==> src/prl_map.vh <==
// Register map, field positions and reset values of the pin routing block
`ifndef PRL_MAP_VH
`define PRL_MAP_VH

// ****************************************************
// Register indices, byte address is four times these
// ****************************************************
`define PRL_IDX_LAT_A 12'hF83
`define PRL_IDX_LAT_B 12'hF84
`define PRL_IDX_LAT_C 12'hF85
`define PRL_IDX_DIR_A 12'hF88
`define PRL_IDX_DIR_B 12'hF89
`define PRL_IDX_DIR_C 12'hF8A
`define PRL_IDX_DIR_E 12'hF8C
`define PRL_IDX_VAL_A 12'hF8D
`define PRL_IDX_VAL_B 12'hF8E
`define PRL_IDX_VAL_C 12'hF8F
`define PRL_IDX_VAL_E 12'hF91
`define PRL_IDX_OSEL 12'hE00
`define PRL_IDX_ISEL 12'hE40
`define PRL_IDX_LOCK 12'hE80

// ****************************************************
// Reset values
// ****************************************************
`define PRL_LAT_RST 8'h00
`define PRL_DIR_RST 8'hFF
`define PRL_DIR_E_RST 1'b1
`define PRL_OSEL_NONE 5'h1F

// ****************************************************
// Fields and codes
// ****************************************************
`define PRL_KEY_FIRST 8'h55
`define PRL_KEY_SECOND 8'hAA
`define PRL_BITOP_FLAG 8
`define PRL_BITOP_SET 9
`define PRL_BITOP_IDX_HI 12
`define PRL_BITOP_IDX_LO 10
`define PRL_DBG_BIT6 6
`define PRL_DBG_BIT7 7
`define PRL_E_IN_BIT 3
`define PRL_NUM_PINS 24
`define PRL_RESP_OKAY 2'b00
`define PRL_RESP_SLVERR 2'b10

`endif

==> src/prl_sync.v <==
// Two-flop synchroniser for asynchronous pin levels
`timescale 1ns/10ps
`default_nettype none

module prl_sync #(
  parameter W = 25
) (
  // Clock and reset
  input wire aclk,
  input wire aresetn,
  // Levels
  input wire [W-1:0] async_i,
  output wire [W-1:0] sync_o
);

  reg [W-1:0] meta_q;
  reg [W-1:0] sync_q;

  // First stage feeds only the second stage
  always @(posedge aclk)
  begin
    if (!aresetn)
    begin
      meta_q <= {W{1'b0}};
      sync_q <= {W{1'b0}};
    end
    else
    begin
      meta_q <= async_i;
      sync_q <= meta_q;
    end
  end

  assign sync_o = sync_q;

endmodule
`default_nettype wire

==> src/prl_lock_ctl.v <==
// Routing lock bit with unlock sequence and one-way option
`timescale 1ns/10ps
`default_nettype none
`include "prl_map.vh"

module prl_lock_ctl (
  // Clock and resets
  input wire aclk,
  input wire aresetn,
  input wire sys_rst_n,
  // Write events from the register slave
  input wire wr_fire,
  input wire lock_hit,
  input wire key_valid,
  input wire [7:0] key,
  input wire bitop,
  input wire bitop_set,
  input wire [2:0] bitop_idx,
  // Configuration and state
  input wire routing_one_way_cfg,
  output wire routing_locked_bit,
  output wire [3:0] lock_status
);

  localparam ST_IDLE = 3'b001;
  localparam ST_KEY1 = 3'b010;
  localparam ST_ARMED = 3'b100;

  reg [2:0] st_q;
  reg locked_q;
  reg clr_used_q;
  reg set_used_q;
  wire key1 = lock_hit & key_valid & ~bitop & (key == `PRL_KEY_FIRST);
  wire key2 = lock_hit & key_valid & ~bitop & (key == `PRL_KEY_SECOND);
  wire op_ok = lock_hit & bitop & (bitop_idx == 3'd0);
  wire may_clr = ~routing_one_way_cfg | ~clr_used_q;
  wire may_set = ~routing_one_way_cfg | ~set_used_q;

  // Any other write breaks the sequence, so the steps must be back to back
  always @(posedge aclk)
  begin
    if (!aresetn || !sys_rst_n)
    begin
      st_q <= ST_IDLE;
      locked_q <= 1'b0;
      clr_used_q <= 1'b0;
      set_used_q <= 1'b0;
    end
    else if (wr_fire)
    begin
      case (st_q)
        ST_KEY1:
          st_q <= key2 ? ST_ARMED : (key1 ? ST_KEY1 : ST_IDLE);
        ST_ARMED:
        begin
          st_q <= key1 ? ST_KEY1 : ST_IDLE;
          if (op_ok && bitop_set && may_set)
          begin
            locked_q <= 1'b1;
            set_used_q <= 1'b1;
          end
          else if (op_ok && !bitop_set && may_clr)
          begin
            locked_q <= 1'b0;
            clr_used_q <= 1'b1;
          end
        end
        default:
          st_q <= key1 ? ST_KEY1 : ST_IDLE;
      endcase
    end
  end

  assign routing_locked_bit = locked_q;
  assign lock_status = {st_q == ST_ARMED, set_used_q, clr_used_q, locked_q};

endmodule
`default_nettype wire

==> src/prl_pin_routing.v <==
// Pin routing with lock, port latches, directions and pin values
`timescale 1ns/10ps
`default_nettype none
`include "prl_map.vh"

module prl_pin_routing #(
  parameter N_OUT = 4,
  parameter N_IN = 4
) (
  // Clock and resets
  input wire aclk,
  input wire aresetn,
  input wire sys_rst_n,
  // AXI4-Lite write address
  input wire awvalid,
  output wire awready,
  input wire [13:0] awaddr,
  // AXI4-Lite write data
  input wire wvalid,
  output wire wready,
  input wire [31:0] wdata,
  input wire [3:0] wstrb,
  // AXI4-Lite write response
  output wire bvalid,
  input wire bready,
  output wire [1:0] bresp,
  // AXI4-Lite read address
  input wire arvalid,
  output wire arready,
  input wire [13:0] araddr,
  // AXI4-Lite read data
  output wire rvalid,
  input wire rready,
  output wire [31:0] rdata,
  output wire [1:0] rresp,
  // Device state
  input wire debug_active,
  input wire ext_reset_pin_enable,
  input wire routing_one_way_cfg,
  // Device pins
  input wire [23:0] pin_i,
  input wire pin_e3_i,
  output wire [23:0] pin_o,
  output wire [23:0] pin_oe,
  // Peripheral side
  input wire [N_OUT-1:0] periph_out_i,
  output wire [N_IN-1:0] periph_in_o
);

  // ****************************************************
  // Helper functions
  // ****************************************************
  // Index of the k-th register in a routing bank
  function [11:0] idx_add;
    input [11:0] base;
    input integer k;
    begin
      idx_add = base + k[11:0];
    end
  endfunction

  // True for every index that answers with OKAY
  function is_mapped;
    input [11:0] idx;
    begin
      case (idx)
        `PRL_IDX_LAT_A, `PRL_IDX_LAT_B, `PRL_IDX_LAT_C,
        `PRL_IDX_DIR_A, `PRL_IDX_DIR_B, `PRL_IDX_DIR_C, `PRL_IDX_DIR_E,
        `PRL_IDX_VAL_A, `PRL_IDX_VAL_B, `PRL_IDX_VAL_C, `PRL_IDX_VAL_E,
        `PRL_IDX_LOCK:
          is_mapped = 1'b1;
        default:
          is_mapped = ((idx >= `PRL_IDX_OSEL) &&
                       (idx < idx_add(`PRL_IDX_OSEL, N_OUT))) ||
                      ((idx >= `PRL_IDX_ISEL) &&
                       (idx < idx_add(`PRL_IDX_ISEL, N_IN)));
      endcase
    end
  endfunction

  // ****************************************************
  // Write channel capture
  // ****************************************************
  reg aw_have_q, w_have_q, bvalid_q;
  reg [11:0] wr_idx_q;
  reg [31:0] w_data_q;
  reg [3:0] w_strb_q;
  reg [1:0] bresp_q;
  wire wr_fire = aw_have_q & w_have_q & ~bvalid_q;
  wire lane0 = w_strb_q[0];

  assign awready = ~aw_have_q;
  assign wready = ~w_have_q;
  assign bvalid = bvalid_q;
  assign bresp = bresp_q;

  // Address and data may arrive in either order; both are held until done
  always @(posedge aclk)
  begin
    if (!aresetn)
    begin
      aw_have_q <= 1'b0;
      w_have_q <= 1'b0;
      wr_idx_q <= 12'h000;
      w_data_q <= 32'h00000000;
      w_strb_q <= 4'h0;
      bvalid_q <= 1'b0;
      bresp_q <= `PRL_RESP_OKAY;
    end
    else
    begin
      if (awvalid && !aw_have_q)
      begin
        aw_have_q <= 1'b1;
        wr_idx_q <= awaddr[13:2];
      end
      if (wvalid && !w_have_q)
      begin
        w_have_q <= 1'b1;
        w_data_q <= wdata;
        w_strb_q <= wstrb;
      end
      if (wr_fire)
      begin
        bvalid_q <= 1'b1;
        bresp_q <= is_mapped(wr_idx_q) ? `PRL_RESP_OKAY : `PRL_RESP_SLVERR;
      end
      else if (bvalid_q && bready)
      begin
        bvalid_q <= 1'b0;
        aw_have_q <= 1'b0;
        w_have_q <= 1'b0;
      end
    end
  end

  // ****************************************************
  // Port latches and directions
  // ****************************************************
  reg [7:0] lat_a_q, lat_b_q, lat_c_q;
  reg [7:0] dir_a_q, dir_b_q, dir_c_q;
  reg dir_e_q;

  // Any reset clears the latches and sets every direction bit; port E value is read-only, writes dropped
  always @(posedge aclk)
  begin
    if (!aresetn || !sys_rst_n)
    begin
      lat_a_q <= `PRL_LAT_RST;
      lat_b_q <= `PRL_LAT_RST;
      lat_c_q <= `PRL_LAT_RST;
      dir_a_q <= `PRL_DIR_RST;
      dir_b_q <= `PRL_DIR_RST;
      dir_c_q <= `PRL_DIR_RST;
      dir_e_q <= `PRL_DIR_E_RST;
    end
    else if (wr_fire && lane0)
    begin
      case (wr_idx_q)
        `PRL_IDX_LAT_A, `PRL_IDX_VAL_A: lat_a_q <= w_data_q[7:0];
        `PRL_IDX_LAT_B, `PRL_IDX_VAL_B: lat_b_q <= w_data_q[7:0];
        `PRL_IDX_LAT_C, `PRL_IDX_VAL_C: lat_c_q <= w_data_q[7:0];
        `PRL_IDX_DIR_A: dir_a_q <= w_data_q[7:0];
        `PRL_IDX_DIR_B: dir_b_q <= w_data_q[7:0];
        `PRL_IDX_DIR_C: dir_c_q <= w_data_q[7:0];
        `PRL_IDX_DIR_E: dir_e_q <= w_data_q[0];
        default: dir_e_q <= dir_e_q;
      endcase
    end
  end

  // ****************************************************
  // Routing lock
  // ****************************************************
  wire routing_locked_bit;
  wire [3:0] lock_status;

  prl_lock_ctl i_prl_lock_ctl (
    .aclk(aclk), .aresetn(aresetn), .sys_rst_n(sys_rst_n),
    .wr_fire(wr_fire), .lock_hit(wr_idx_q == `PRL_IDX_LOCK),
    .key_valid(lane0), .key(w_data_q[7:0]),
    .bitop(w_data_q[`PRL_BITOP_FLAG] & w_strb_q[1]),
    .bitop_set(w_data_q[`PRL_BITOP_SET]),
    .bitop_idx(w_data_q[`PRL_BITOP_IDX_HI:`PRL_BITOP_IDX_LO]),
    .routing_one_way_cfg(routing_one_way_cfg),
    .routing_locked_bit(routing_locked_bit), .lock_status(lock_status)
  );

  // ****************************************************
  // Routing selections
  // ****************************************************
  reg [4:0] osel_q [0:N_OUT-1];
  reg [4:0] isel_q [0:N_IN-1];
  integer k;

  // Power-on reset and unlocked writes only; no sleep input
  always @(posedge aclk)
  begin
    if (!aresetn)
    begin
      for (k = 0; k < N_OUT; k = k + 1)
        osel_q[k] <= `PRL_OSEL_NONE;
      for (k = 0; k < N_IN; k = k + 1)
        isel_q[k] <= k[4:0];
    end
    else if (wr_fire && lane0 && !routing_locked_bit)
    begin
      for (k = 0; k < N_OUT; k = k + 1)
        if (wr_idx_q == idx_add(`PRL_IDX_OSEL, k))
          osel_q[k] <= w_data_q[4:0];
      for (k = 0; k < N_IN; k = k + 1)
        if (wr_idx_q == idx_add(`PRL_IDX_ISEL, k))
          isel_q[k] <= w_data_q[4:0];
    end
  end

  // ****************************************************
  // Pin synchronisation and port values
  // ****************************************************
  wire [24:0] pin_s;
  wire [7:0] val_b, val_e;

  prl_sync #(.W(25)) i_prl_sync (
    .aclk(aclk), .aresetn(aresetn),
    .async_i({pin_e3_i, pin_i}), .sync_o(pin_s)
  );

  // Debug owns port B bits 6 and 7, so they read high
  assign val_b = pin_s[15:8] |
                 ({8{debug_active}} & ((8'h01 << `PRL_DBG_BIT6) |
                                       (8'h01 << `PRL_DBG_BIT7)));
  // Reset pin function forces the input-only bit high
  assign val_e = {4'h0, pin_s[24] | ext_reset_pin_enable, 3'h0};

  // ****************************************************
  // Read channel
  // ****************************************************
  reg rvalid_q;
  reg [31:0] rdata_q, rd_word;
  reg [1:0] rresp_q;
  wire [11:0] rd_idx = araddr[13:2];
  integer rk; // Own index per process; a shared one retriggers loops

  // Value registers return live pins, never the latch
  always @*
  begin
    rd_word = 32'h00000000;
    case (rd_idx)
      `PRL_IDX_LAT_A: rd_word[7:0] = lat_a_q;
      `PRL_IDX_LAT_B: rd_word[7:0] = lat_b_q;
      `PRL_IDX_LAT_C: rd_word[7:0] = lat_c_q;
      `PRL_IDX_DIR_A: rd_word[7:0] = dir_a_q;
      `PRL_IDX_DIR_B: rd_word[7:0] = dir_b_q;
      `PRL_IDX_DIR_C: rd_word[7:0] = dir_c_q;
      `PRL_IDX_DIR_E: rd_word[0] = dir_e_q;
      `PRL_IDX_VAL_A: rd_word[7:0] = pin_s[7:0];
      `PRL_IDX_VAL_B: rd_word[7:0] = val_b;
      `PRL_IDX_VAL_C: rd_word[7:0] = pin_s[23:16];
      `PRL_IDX_VAL_E: rd_word[7:0] = val_e;
      `PRL_IDX_LOCK: rd_word[4:0] = {lock_status, routing_one_way_cfg};
      default:
      begin
        for (rk = 0; rk < N_OUT; rk = rk + 1)
          if (rd_idx == idx_add(`PRL_IDX_OSEL, rk))
            rd_word[4:0] = osel_q[rk];
        for (rk = 0; rk < N_IN; rk = rk + 1)
          if (rd_idx == idx_add(`PRL_IDX_ISEL, rk))
            rd_word[4:0] = isel_q[rk];
      end
    endcase
  end

  assign arready = ~rvalid_q;
  assign rvalid = rvalid_q;
  assign rdata = rdata_q;
  assign rresp = rresp_q;

  // One read at a time; data held until the master takes it
  always @(posedge aclk)
  begin
    if (!aresetn)
    begin
      rvalid_q <= 1'b0;
      rdata_q <= 32'h00000000;
      rresp_q <= `PRL_RESP_OKAY;
    end
    else if (arvalid && !rvalid_q)
    begin
      rvalid_q <= 1'b1;
      rdata_q <= rd_word;
      rresp_q <= is_mapped(rd_idx) ? `PRL_RESP_OKAY : `PRL_RESP_SLVERR;
    end
    else if (rvalid_q && rready)
      rvalid_q <= 1'b0;
  end

  // ****************************************************
  // Pin and peripheral routing
  // ****************************************************
  reg [23:0] drv_d, pin_o_q, pin_oe_q;
  reg [N_IN-1:0] pin_in_q;
  integer p, dk, ik;

  // Routed peripheral output beats the latch; highest k wins a shared pin
  always @*
  begin
    drv_d = {lat_c_q, lat_b_q, lat_a_q};
    for (p = 0; p < `PRL_NUM_PINS; p = p + 1)
      for (dk = 0; dk < N_OUT; dk = dk + 1)
        if (osel_q[dk] == p[4:0])
          drv_d[p] = periph_out_i[dk];
  end

  // Registered outputs; a clear direction bit drives the pin
  always @(posedge aclk)
  begin
    if (!aresetn)
    begin
      pin_o_q <= 24'h000000;
      pin_oe_q <= 24'h000000;
      pin_in_q <= {N_IN{1'b0}};
    end
    else
    begin
      pin_o_q <= drv_d;
      pin_oe_q <= ~{dir_c_q, dir_b_q, dir_a_q};
      for (ik = 0; ik < N_IN; ik = ik + 1)
        pin_in_q[ik] <= (isel_q[ik] < `PRL_NUM_PINS) ?
                        pin_s[isel_q[ik]] : 1'b0;
    end
  end

  assign pin_o = pin_o_q;
  assign pin_oe = pin_oe_q;
  assign periph_in_o = pin_in_q;

endmodule
`default_nettype wire

==> config.mk <==
export PLATFORM = sky130hd
export DESIGN_NAME = prl_pin_routing
export DESIGN_NICKNAME = d
export VERILOG_FILES = /design/src/prl_sync.v /design/src/prl_lock_ctl.v /design/src/prl_pin_routing.v
export VERILOG_INCLUDE_DIRS = /design/src
export SDC_FILE = /design/constraint.sdc
export NUM_CORES = 1
export LEC_CHECK = 0
export BUFFER_PORTS_ARGS = -buffer_cell sky130_fd_sc_hd__clkbuf_2
export CAP_MARGIN = 0
export CORE_AREA = 3 3 122 183
export DETAILED_ROUTE_END_ITERATION = 6
export DIE_AREA = 0 0 125 186
export PLACE_DENSITY_LB_ADDON = 0.08
export SETUP_SLACK_MARGIN = 0.02
export SLEW_MARGIN = 40
export SYNTH_ARGS = -nofsm -noshare
export SYNTH_HDL_FRONTEND = slang
export SYNTH_SLANG_ARGS = --single-unit
export TNS_END_PERCENT = 50
==> constraint.sdc <==
create_clock -name aclk -period 2.6 [get_ports aclk]
set_clock_uncertainty 0.2 [all_clocks]
set_input_delay 0.13 -clock aclk [delete_from_list [all_inputs] [get_ports aclk]]
set_output_delay 0.13 -clock aclk [all_outputs]
set_load 0.02 [all_outputs]
Word-level counts from Yosys, hierarchy flattened:

Memory sizes are Yosys's and may differ from the RTL's.
Index checks and enable logic that the tools add are counted.

* flip-flop bits (word level): 200
* latch bits: 0
* bits in writable memories: 40
* bits in read-only memories: 0
* bits of input ports: 104
* output and inout port bits: 93
* word-level logic and storage cells: 445
* memories kept: 2

Memory list
* isel_q: words 4, width 5, read ports 4, clocked after memory_dff 0, wr ports 4, RTL line prl_pin_routing.v:193 `reg [4:0] isel_q [0:N_IN-1];`
* osel_q: words 4, width 5, read ports 4, clocked after memory_dff 0, wr ports 4, RTL line prl_pin_routing.v:192 `reg [4:0] osel_q [0:N_OUT-1];`

* add/sub/neg operators: 0
* $mul: 0
* divide/modulo/power cells: 0
* magnitude comparators: 16
* eq/ne operators: 136
* shifts and indexed selects: 0
* mux-type cells: 179
* bitwise logic cells: 31
* reductions and logical operators: 52

Operator list (number)
* 12-bit equality test, second input constant: 40
* 5-bit by 4-bit equality test with 1-bit output, second input constant: 32
* 5-bit equality test, second input constant: 32
* 1-bit 2-to-1 mux: 151
* 5-bit by 3-bit equality test with 1-bit output, second input constant: 16
* 5-bit 2-to-1 mux: 16
* 12-bit greater-or-equal comparator, second input constant: 4
* 12-bit less-than comparator, second input constant: 4
* 4-bit one-hot mux with 12 select lines: 1
* 5-bit by 2-bit equality test with 1-bit output, second input constant: 8
* 3-bit one-hot mux with 9 select lines: 1
* 5-bit by 6-bit less-than comparator with 1-bit output, second input constant: 4
* 24-bit inverter: 1
* 12-bit OR reduction: 2
* 2-bit AND reduction: 11
* 1-bit binary-select mux with 5-bit select: 4
* 5-bit by 1-bit equality test with 1-bit output, second input constant: 4
* 5-bit logical NOT: 4
* 5-bit less-than comparator, second input constant: 4
* 1-bit logical AND: 15
* 1-bit one-hot mux with 12 select lines: 1
* 1-bit OR: 11
* 1-bit bitwise AND: 9
* 1-bit inverter: 9
* other kinds (14): 30

Depth between registers and ports, before layout:

Gate-level depths: netlist of the first run.

* depth in word-level cells: 10
* gate-level depth with buffers: 8
* depth with buffers taken out: 5

Hierarchy:

A second synthesis of the first run with hierarchy kept.

* cell total of the unflattened synthesis: 1323
* area, all modules: 12340.6 sq um

Modules (own cells, without submodules)
* prl_pin_routing: times used 1, cells each 1179, area each 10590.2 sq um, sequential area each 4043.9 sq um
* prl_sync: times used 1, cells each 105, area each 1388.8 sq um, sequential area each 1001.0 sq um
* prl_lock_ctl: times used 1, cells each 39, area each 361.6 sq um, sequential area each 120.1 sq um

Worst setup path after synthesis of the first run:

Ideal clock, no wire load.

* path type: reg-to-reg
* start point: register wr_idx_q[2]
* end point: memory osel_q[2][0] (netlist: osel_q[0][10]) (enable)
* setup time: 374 ps
* arrival: 1794 ps
* data required time: 2026 ps
* setup slack: 232 ps
* stages on the path, launching flop included: 6
* path buffers: 1
* clock period less this slack: 2368 ps
* cell sequence: dfxtp_1 -> buf_6 -> or4_4 -> nor4_4 -> nand2b_1 -> o21ai_0

RTL lines
* start: declaration: RTL line prl_pin_routing.v:85 `reg [11:0] wr_idx_q;`
* start signal: assignment: RTL line prl_pin_routing.v:115 `wr_idx_q <= awaddr[13:2];`
* end: declaration: RTL line prl_pin_routing.v:192

==> metrics.md, run 1 <==
| Metric | Value |
|---|---|
| Result of the run | `finished clean` |
| Setup repair after global routing missed its margin | `no` |
| Overall track demand over capacity in global routing | `31.0%` |
| Startpoint of the tightest hold check path | `araddr[5]` |
| Clock Power Share | `41.4%` |
| Number of enable-type register cells in the synthesized netlist | `40` |
| Clock tree from TritonCTS | `built` |
| Cell breakdown of the critical path | `nand3b_1, nor2_1, mux2_2, o21ai_0, a31oi_1, dlygate4sd3_1` |
| Sequential cell area fraction in the yosys report | `43.5%` |
| Peak ir drop on the vdd network | `0.520 mV` |
| Die outline area | `23300 µm²` |
| Capture point of the worst reg-to-reg path | `pin_o[21]` |
| Number of warning messages in the yosys log | `0` |
| Number of routed nets with antenna violations | `0` |
| Clock buffer depth | `3` |
| Tcrit/Tclk final | `94.7%` |
| Power density over the cells | `553 nW/µm²` |
| Maximum fanout along the worst path | `10` |
| Cell area after synthesis | `11900 µm²` |
| Ratio of routed vias to standard cells | `6.05` |
| Number of different library cells in the post-synthesis netlist | `71` |
| Yosys top cell area share | `33.4%` |
| Dominant cell by count in the synthesized netlist | `sky130_fd_sc_hd__dfxtp_1` |
| Syn avg cell area | `9.34 µm²` |
| Cell class contributing the biggest share of worst-path delay | `buffers and inverters` |
| Worst R2R Path Depth | `6` |
| Pleak | `5.74 nW` |
| Max-capacitance violation count | `0` |
| Worst endpoint data arrival time | `2680 ps` |
| Die span in y | `186 µm` |
| Crit path launch type | `flip-flop` |
| Total wirelength of the detailed-routed design | `37.2 mm` |
| Critical path's slowest cell | `sky130_fd_sc_hd__dlygate4sd3_1` |
| Biggest cell delay along the critical path | `560 ps` |
| CTS Root Cell | `sky130_fd_sc_hd__clkbuf_16` |
| Top post-synthesis cells by area | `sky130_fd_sc_hd__dfxtp_1 (33%), sky130_fd_sc_hd__edfxtp_1 (10%), sky130_fd_sc_hd__mux4_2 (6.6%), sky130_fd_sc_hd__nand2_1 (5.0%), sky130_fd_sc_hd__mux2i_1 (5.0%)` |
| Number of antenna violations at the first check in global routing | `0` |
| Layout-stage area growth over the synthesis result | `20.9%` |
| CORE AREA | `21000 µm²` |
| Relative slew slack | `55.4%` |
| Num CTS Buffers | `23` |
| CTS clock-pin slew for the worst setup and hold paths | `70 ps` |
| Horiz. Die Dim | `125 µm` |
| Type of element capturing the critical path | `flip-flop` |
| Most area-hungry cell type in the Yosys netlist | `sky130_fd_sc_hd__dfxtp_1` |
| Setup tns final | `0 ps` |
| Crit path buffers/inverters | `1` |
| Number of nets in the finished design | `1580` |
| Final non-filler cell total | `1761` |
| WL per Instance | `21.1 µm` |
| Reg-to-Reg Start | `osel_q[0][3]` |
| Crit path required time | `2810 ps` |
| Vias in the first global route | `10300` |
| Overflow left after global routing | `0` |
| Placed instance count | `1643` |
| Iter 0 DRT Violations | `1045` |
| Synthesis-stage register bit count | `238` |
| Cell internal power dissipation | `6.02 mW` |
| Top Ports | `197` |
| Placement Rows | `65` |
| Hold EP | `rdata[0]` |
| Sum of net half-perimeters after detailed placement | `27.2 mm` |
| Share of final-layout standard cells stronger than drive strength 1 | `21.6%` |
| Share of total power in combinational logic | `9.1%` |
| Minimum clock period | `2460 ps` |
| Drt first pass iters | `6` |
| Starting density of the core | `56.6%` |
| ANT cells | `0` |
| Synth Instances | `1272` |
| Critical Setup Path Class | `flip-flop to flip-flop` |
| Final-report max-slew violation count | `0` |
| Worst hold path depth | `5` |
| Register share of total power | `49.4%` |
| Synth cell count leaders | `sky130_fd_sc_hd__dfxtp_1 (198), sky130_fd_sc_hd__nand2_1 (158), sky130_fd_sc_hd__nor2_1 (87), sky130_fd_sc_hd__clkbuf_1 (75), sky130_fd_sc_hd__o21ai_0 (66)` |
| PostCTS Resize Cnt | `0` |
| Most used flip-flop cell after synthesis | `sky130_fd_sc_hd__dfxtp_1` |
| Number of clock sinks | `238` |
| # port buffers | `145` |
| Largest net degree at the start of global routing | `55` |
| Routability cong. | `1.04` |
| Count of endpoints failing hold in the final timing report | `0` |
| Remaining design rule violation count | `0` |
| Final setup viols | `0` |
| Share of flip-flops with an asynchronous set or reset | `0%` |
| Switching pwr | `1.92 mW` |
| Fraction of power spent switching nets | `24.2%` |
| Clock latency at the later pin of the worst-skew pair | `530 ps` |
| Count of vias placed by the detailed router | `10700` |
| Slew @ Worst Pin | `668 ps` |
| Global-route wire length before repair | `57.1 mm` |
| Deepest level of the CTS H-tree | `1` |
| Fmax | `0.406 GHz` |
| Classification of the worst-slack hold path | `input pin to flip-flop` |
| Setup slack, reg-to-reg | `140 ps` |
flip-flops by register name (all words and copies together) (netlist names), 2 cells and up:
| register | cells |
|---|---|
| w_data_q | 13 |
| periph_in_o | 4 |
| i_prl_sync.sync_o | 25 |
| lat_b_q | 8 |
| osel_q | 20 |
| w_strb_q | 2 |
| dir_b_q | 8 |
| dir_c_q | 8 |
| rdata | 8 |
| lat_a_q | 8 |
| pin_oe | 24 |
| isel_q | 20 |
| dir_a_q | 8 |
| pin_o | 24 |
| wr_idx_q | 12 |
| i_prl_sync.meta_q | 25 |
| lat_c_q | 8 |
| i_prl_lock_ctl.st_q | 3 |
tightest hold or removal path, cell delays in order:
cell and delay [ps]:
sky130_fd_sc_hd__clkbuf_2 100, sky130_fd_sc_hd__or3_4 140, sky130_fd_sc_hd__nor4_4 50, sky130_fd_sc_hd__a21oi_1 150, sky130_fd_sc_hd__a31oi_1 100
area by class of cell:
type                    count  area [µm²]
clock buffers              32         691
well taps                 268         335
multi-input cells         931        6200
inverters                  10        37.5
flip-flops and latches    238        5160
repair buffers            272        1860
fillers                  1712        6620
clock inverters            10        68.8
worst max path at each step:
stage	startpoint	end	slack, ps	depth (start not counted)
global route	osel_q[0][3]	pin_o[21]	30	6
global placement	wr_idx_q[2]	osel_q[0][4]	240	5
CTS	osel_q[0][1]	pin_o[21]	180	6
detailed placement	wr_idx_q[2]	osel_q[0][8]	180	5
finish	osel_q[0][3]	pin_o[21]	140	6
floorplan	wr_idx_q[2]	osel_q[0][10]	230	5
cell families after synthesis:
| logic type | after synthesis | share of synthesized area [%] |
|---|---|---|
| and+or+nand+nor | 533 | 23.5 |
| muxes | 107 | 12.8 |
| DFF | 238 | 43.5 |
| buffers and inverters | 128 | 5.12 |
| AOI/OAI and AO/OA | 262 | 14.8 |
| xor gates and xnor gates | 3 | 0.221 |
| other | 1 | 0.0316 |
cell usage in the layout (no fill, tap or decap), drive strengths merged, types with 38 or more instances in the layout:
cell and instances:
nand2 158, clkbuf 176, a21oi 38, mux2i 59
nor2 87, buf 55, dfxtp 198, dlygate4sd3 73
o21ai 66, nand3 42, nor2b 48, edfxtp 40
and2 57
power groups by stage:
stage                     combinational [mW]  clock [mW]  sequential [mW]
final                                  0.725        3.29             3.93
after floorplan                        0.442           0             3.97
after global placement                 0.613           0             4.00
after detailed placement               0.620           0             4.01
after global routing                   0.780        3.48             3.94
after CTS                              0.709        3.33             3.93
routing by layer:
metal	global-route usage, %	vias to the layer above	wire length, µm	share of wire, %
met1	35.4	5042	13400	36
li1	-	4935	-	-
met3	4.51	128	2710	7.3
met4	14.0	0	1870	5.0
met5	0	-	0	0
met2	57.5	548	19200	52
stage by stage:
step	power, mW	hold slack (ps)	setup WS, ps	area (µm²)	utilization, %
after floorplan	4.41	40.2	232	12000	-
after global placement	4.62	136	237	12800	61.2
after detailed placement	4.63	138	181	12800	61.2
after CTS	7.97	0.970	179	14300	68.3
after global routing	8.20	21.6	31.4	14400	68.5
final	7.95	2.69	137	14400	68.5
timing repair:
item / in CTS / in global routing
hold buffers: 73 / 0
endpoints found under the setup margin: 0 / 1
hold endpoints to repair: 108 / 0
setup buffers: 0 / 3
(Power assumes the default switching activity.)
==> inputs of run 2 (changes only) <==
--- a/config.mk
+++ b/config.mk
@@ -6,11 +6,12 @@
 export SDC_FILE = /design/constraint.sdc
 export NUM_CORES = 1
 export LEC_CHECK = 0
+export ABC_AREA = 1
 export BUFFER_PORTS_ARGS = -buffer_cell sky130_fd_sc_hd__clkbuf_2
 export CAP_MARGIN = 0
-export CORE_AREA = 3 3 122 183
+export CORE_AREA = 3 3 123 184
 export DETAILED_ROUTE_END_ITERATION = 6
-export DIE_AREA = 0 0 125 186
+export DIE_AREA = 0 0 126 187
 export PLACE_DENSITY_LB_ADDON = 0.08
 export SETUP_SLACK_MARGIN = 0.02
 export SLEW_MARGIN = 40
==> metrics.md, run 2 <==
| Metric | Value |
|---|---|
| Result of the run | `finished clean` |
| Peak ir drop on the vdd network | `0.698 mV` |
| Place WS | `340 ps` |
| Syn avg cell area | `7.06 µm²` |
| Iter 0 DRT Violations | `1173` |
| Worst R2R Path Depth | `5` |
| Placed instance count | `2064` |
| Total number of cells along the worst setup path | `5` |
| Number of routed nets with antenna violations | `0` |
| Share of flip-flops with an asynchronous set or reset | `0%` |
| Setup repair after global routing missed its margin | `no` |
| Most area-hungry cell type in the Yosys netlist | `sky130_fd_sc_hd__dfxtp_1` |
| Global-route wire length before repair | `62.3 mm` |
| Pleak | `6.45 nW` |
| Top Ports | `197` |
| Number of antenna violations at the first check in global routing | `0` |
| Count of endpoints failing hold in the final timing report | `0` |
| Final non-filler cell total | `2191` |
| Setup fix buffers added after clock tree synthesis | `0` |
| Sequential cell area fraction in the yosys report | `43.2%` |
| Commonest non-fill, non-tap cells in the layout | `sky130_fd_sc_hd__nand2_1 (327), sky130_fd_sc_hd__inv_1 (225), sky130_fd_sc_hd__nor2_1 (218)` |
| Cell area after synthesis | `12000 µm²` |
| Ratio of routed vias to standard cells | `5.67` |
| Final setup viols | `0` |
| Vias in the first global route | `12000` |
| WHS | `45.8 ps` |
| Synth cell count leaders | `sky130_fd_sc_hd__nand2_1 (327), sky130_fd_sc_hd__inv_1 (226), sky130_fd_sc_hd__nor2_1 (218), sky130_fd_sc_hd__dfxtp_1 (198), sky130_fd_sc_hd__o21ai_0 (163)` |
| Die outline area | `23600 µm²` |
| Clock Power Share | `42.9%` |
| Tcrit/Tclk final | `92.4%` |
| Yosys top cell area share | `33.2%` |
| Register share of total power | `48.1%` |
| Placement Rows | `65` |
| Dominant cell by count in the synthesized netlist | `sky130_fd_sc_hd__nand2_1` |
| Share of total power in combinational logic | `9.0%` |
| Crit path buffers/inverters | `2` |
| Clock latency at the later pin of the worst-skew pair | `520 ps` |
| Commonest non-fill, non-tap cell in the layout | `sky130_fd_sc_hd__nand2_1` |
| CORE AREA | `21100 µm²` |
| Count of vias placed by the detailed router | `12400` |
| Fmax | `0.416 GHz` |
| Number of clock sinks | `238` |
| Starting density of the core | `56.5%` |
| Remaining design rule violation count | `0` |
| Filler instances | `1762` |
| Overflow left after global routing | `0` |
| Switching pwr | `2.00 mW` |
| Worst endpoint data arrival time | `2580 ps` |
| Horiz. Die Dim | `126 µm` |
| Classification of the worst-slack hold path | `input pin to flip-flop` |
| Fraction of power spent switching nets | `24.5%` |
| Max-capacitance violation count | `0` |
| Number of nets in the finished design | `2011` |
| Worst hold path depth | `5` |
| Setup tns final | `0 ps` |
| Total wirelength of the detailed-routed design | `40.1 mm` |
| Slew @ Worst Pin | `810 ps` |
| Number of different library cells in the post-synthesis netlist | `50` |
| Routability cong. | `1.01` |
| Synthesis-stage register bit count | `238` |
| Clock buffer depth | `3` |
| Drt first pass iters | `7` |
| ANT cells | `0` |
| Final-report max-slew violation count | `0` |
| Number of enable-type register cells in the synthesized netlist | `40` |
| Crit path required time | `2780 ps` |
| Overall track demand over capacity in global routing | `33.1%` |
| Largest net degree at the start of global routing | `107` |
| Number of warning messages in the yosys log | `0` |
| Synth Instances | `1692` |
| Relative slew slack | `45.7%` |
| CTS clock-pin slew for the worst setup and hold paths | `60 ps` |
| Cell breakdown of the critical path | `nor2_1, inv_1, o21ai_0, dlygate4sd3_1, a21oi_1` |
| Clock tree from TritonCTS | `built` |
| Minimum clock period | `2400 ps` |
| Power density over the cells | `563 nW/µm²` |
| Sum of net half-perimeters after detailed placement | `28.5 mm` |
| Deepest level of the CTS H-tree | `1` |
| Die span in y | `187 µm` |
| Share of final-layout standard cells stronger than drive strength 1 | `12.7%` |
| Cell internal power dissipation | `6.15 mW` |
| Critical path's slowest cell | `sky130_fd_sc_hd__dlygate4sd3_1` |
| Cell class contributing the biggest share of worst-path delay | `buffers and inverters` |
| Maximum fanout along the worst path | `24` |
| WL per Instance | `18.3 µm` |
| Most used flip-flop cell after synthesis | `sky130_fd_sc_hd__dfxtp_1` |
| # port buffers | `145` |
| Top post-synthesis cells by area | `sky130_fd_sc_hd__dfxtp_1 (33%), sky130_fd_sc_hd__nand2_1 (10%), sky130_fd_sc_hd__edfxtp_1 (10%), sky130_fd_sc_hd__inv_1 (7.1%), sky130_fd_sc_hd__nor2_1 (6.8%)` |
| Num CTS Buffers | `23` |
| Critical Setup Path Class | `flip-flop to flip-flop` |
| Crit path launch type | `flip-flop` |
| CTS Root Cell | `sky130_fd_sc_hd__clkbuf_16` |
| Type of element capturing the critical path | `flip-flop` |
| Setup ws final | `199 ps` |
| Layout-stage area growth over the synthesis result | `21.3%` |
| Biggest cell delay along the critical path | `630 ps` |
## run 2: changes by cell type in the layout (fill, tap and decap cells not counted), moves of 30 or more
cell	previous run	this run
sky130_fd_sc_hd__nand2_1	158	327
sky130_fd_sc_hd__and2_1	56	0
sky130_fd_sc_hd__o21ai_0	66	163
sky130_fd_sc_hd__a21oi_1	38	161
sky130_fd_sc_hd__nor2b_1	46	0
sky130_fd_sc_hd__a21boi_0	33	0
sky130_fd_sc_hd__mux4_2	35	0
sky130_fd_sc_hd__inv_1	10	225
sky130_fd_sc_hd__mux2i_1	59	3
sky130_fd_sc_hd__nand3_1	41	71
sky130_fd_sc_hd__nor2_1	87	218
sky130_fd_sc_hd__buf_4	55	23
## run 2: power by group through the flow
stage	Clock (mW)	Sequential (mW)	Combinational, mW
2_1_floorplan	0	3.97	0.402
3_3_place_gp	0	3.99	0.582
3_5_place_dp	0	3.99	0.591
4_1_cts	3.53	3.91	0.701
5_1_grt	3.66	3.93	0.794
6_report	3.50	3.92	0.735
## run 2: cell type report
cell class	instances	area, µm²	share of cell area (%)
Multi-Input combinational cell	1155	5540	38.2
Sequential cell	238	5160	35.6
Timing Repair Buffer	254	1770	12.2
Inverter	235	882	6.09
Clock buffer	32	692	4.77
Tap cell	268	335	2.31
Clock inverter	9	104	0.717
## run 2: what timing repair did
action / CTS / global route
setup endpoints to repair: 0 / 0
hold buffers: 86 / 0
gates resized for setup: 0 / 0
endpoints found under the hold margin: 96 / 0
## run 2: worst paths after layout
check / startpoint / end / slack (ps)
worst max-delay path: w_have_q / w_data_q[4] / 200
worst min-delay path: periph_out_i[1] / pin_o[11] / 50
worst max register to register: w_have_q / w_data_q[4] / 200
worst min register to register: i_prl_sync.meta_q[9] / i_prl_sync.sync_o[9] / 210
## run 2: metal layers
| metal | up-vias | part of all wire [%] | track usage (%) |
|---|---|---|---|
| met5 | - | 0 | 0 |
| met4 | 0 | 6.6 | 18.1 |
| met3 | 166 | 6.8 | 4.14 |
| met2 | 608 | 51 | 59.2 |
| met1 | 5667 | 36 | 37.7 |
| li1 | 5986 | - | - |
## run 2: cell families after synthesis
logic type	count (synthesis)	synth area share, %
simple gates	703	25.4
compound gates	423	19.9
buf+inv	324	11.2
flops	238	43.2
mux	3	0.251
other cells	1	0.0314
## run 2: worst reg2reg max path, cell delays in order, from the launching register on
cell                            delay [ps]
sky130_fd_sc_hd__dfxtp_1               330
sky130_fd_sc_hd__nor2_1                310
sky130_fd_sc_hd__inv_1                 390
sky130_fd_sc_hd__o21ai_0               350
sky130_fd_sc_hd__dlygate4sd3_1         630
sky130_fd_sc_hd__a21oi_1                50
## run 2: stage by stage
stage               area (µm²)  power, mW  utilization [%]
floorplan                12000       4.37                -
global placement         12800       4.57             60.7
detailed placement       12800       4.58             60.7
CTS                      14500       8.14             68.5
global route             14500       8.38             68.5
finish                   14500       8.15             68.5
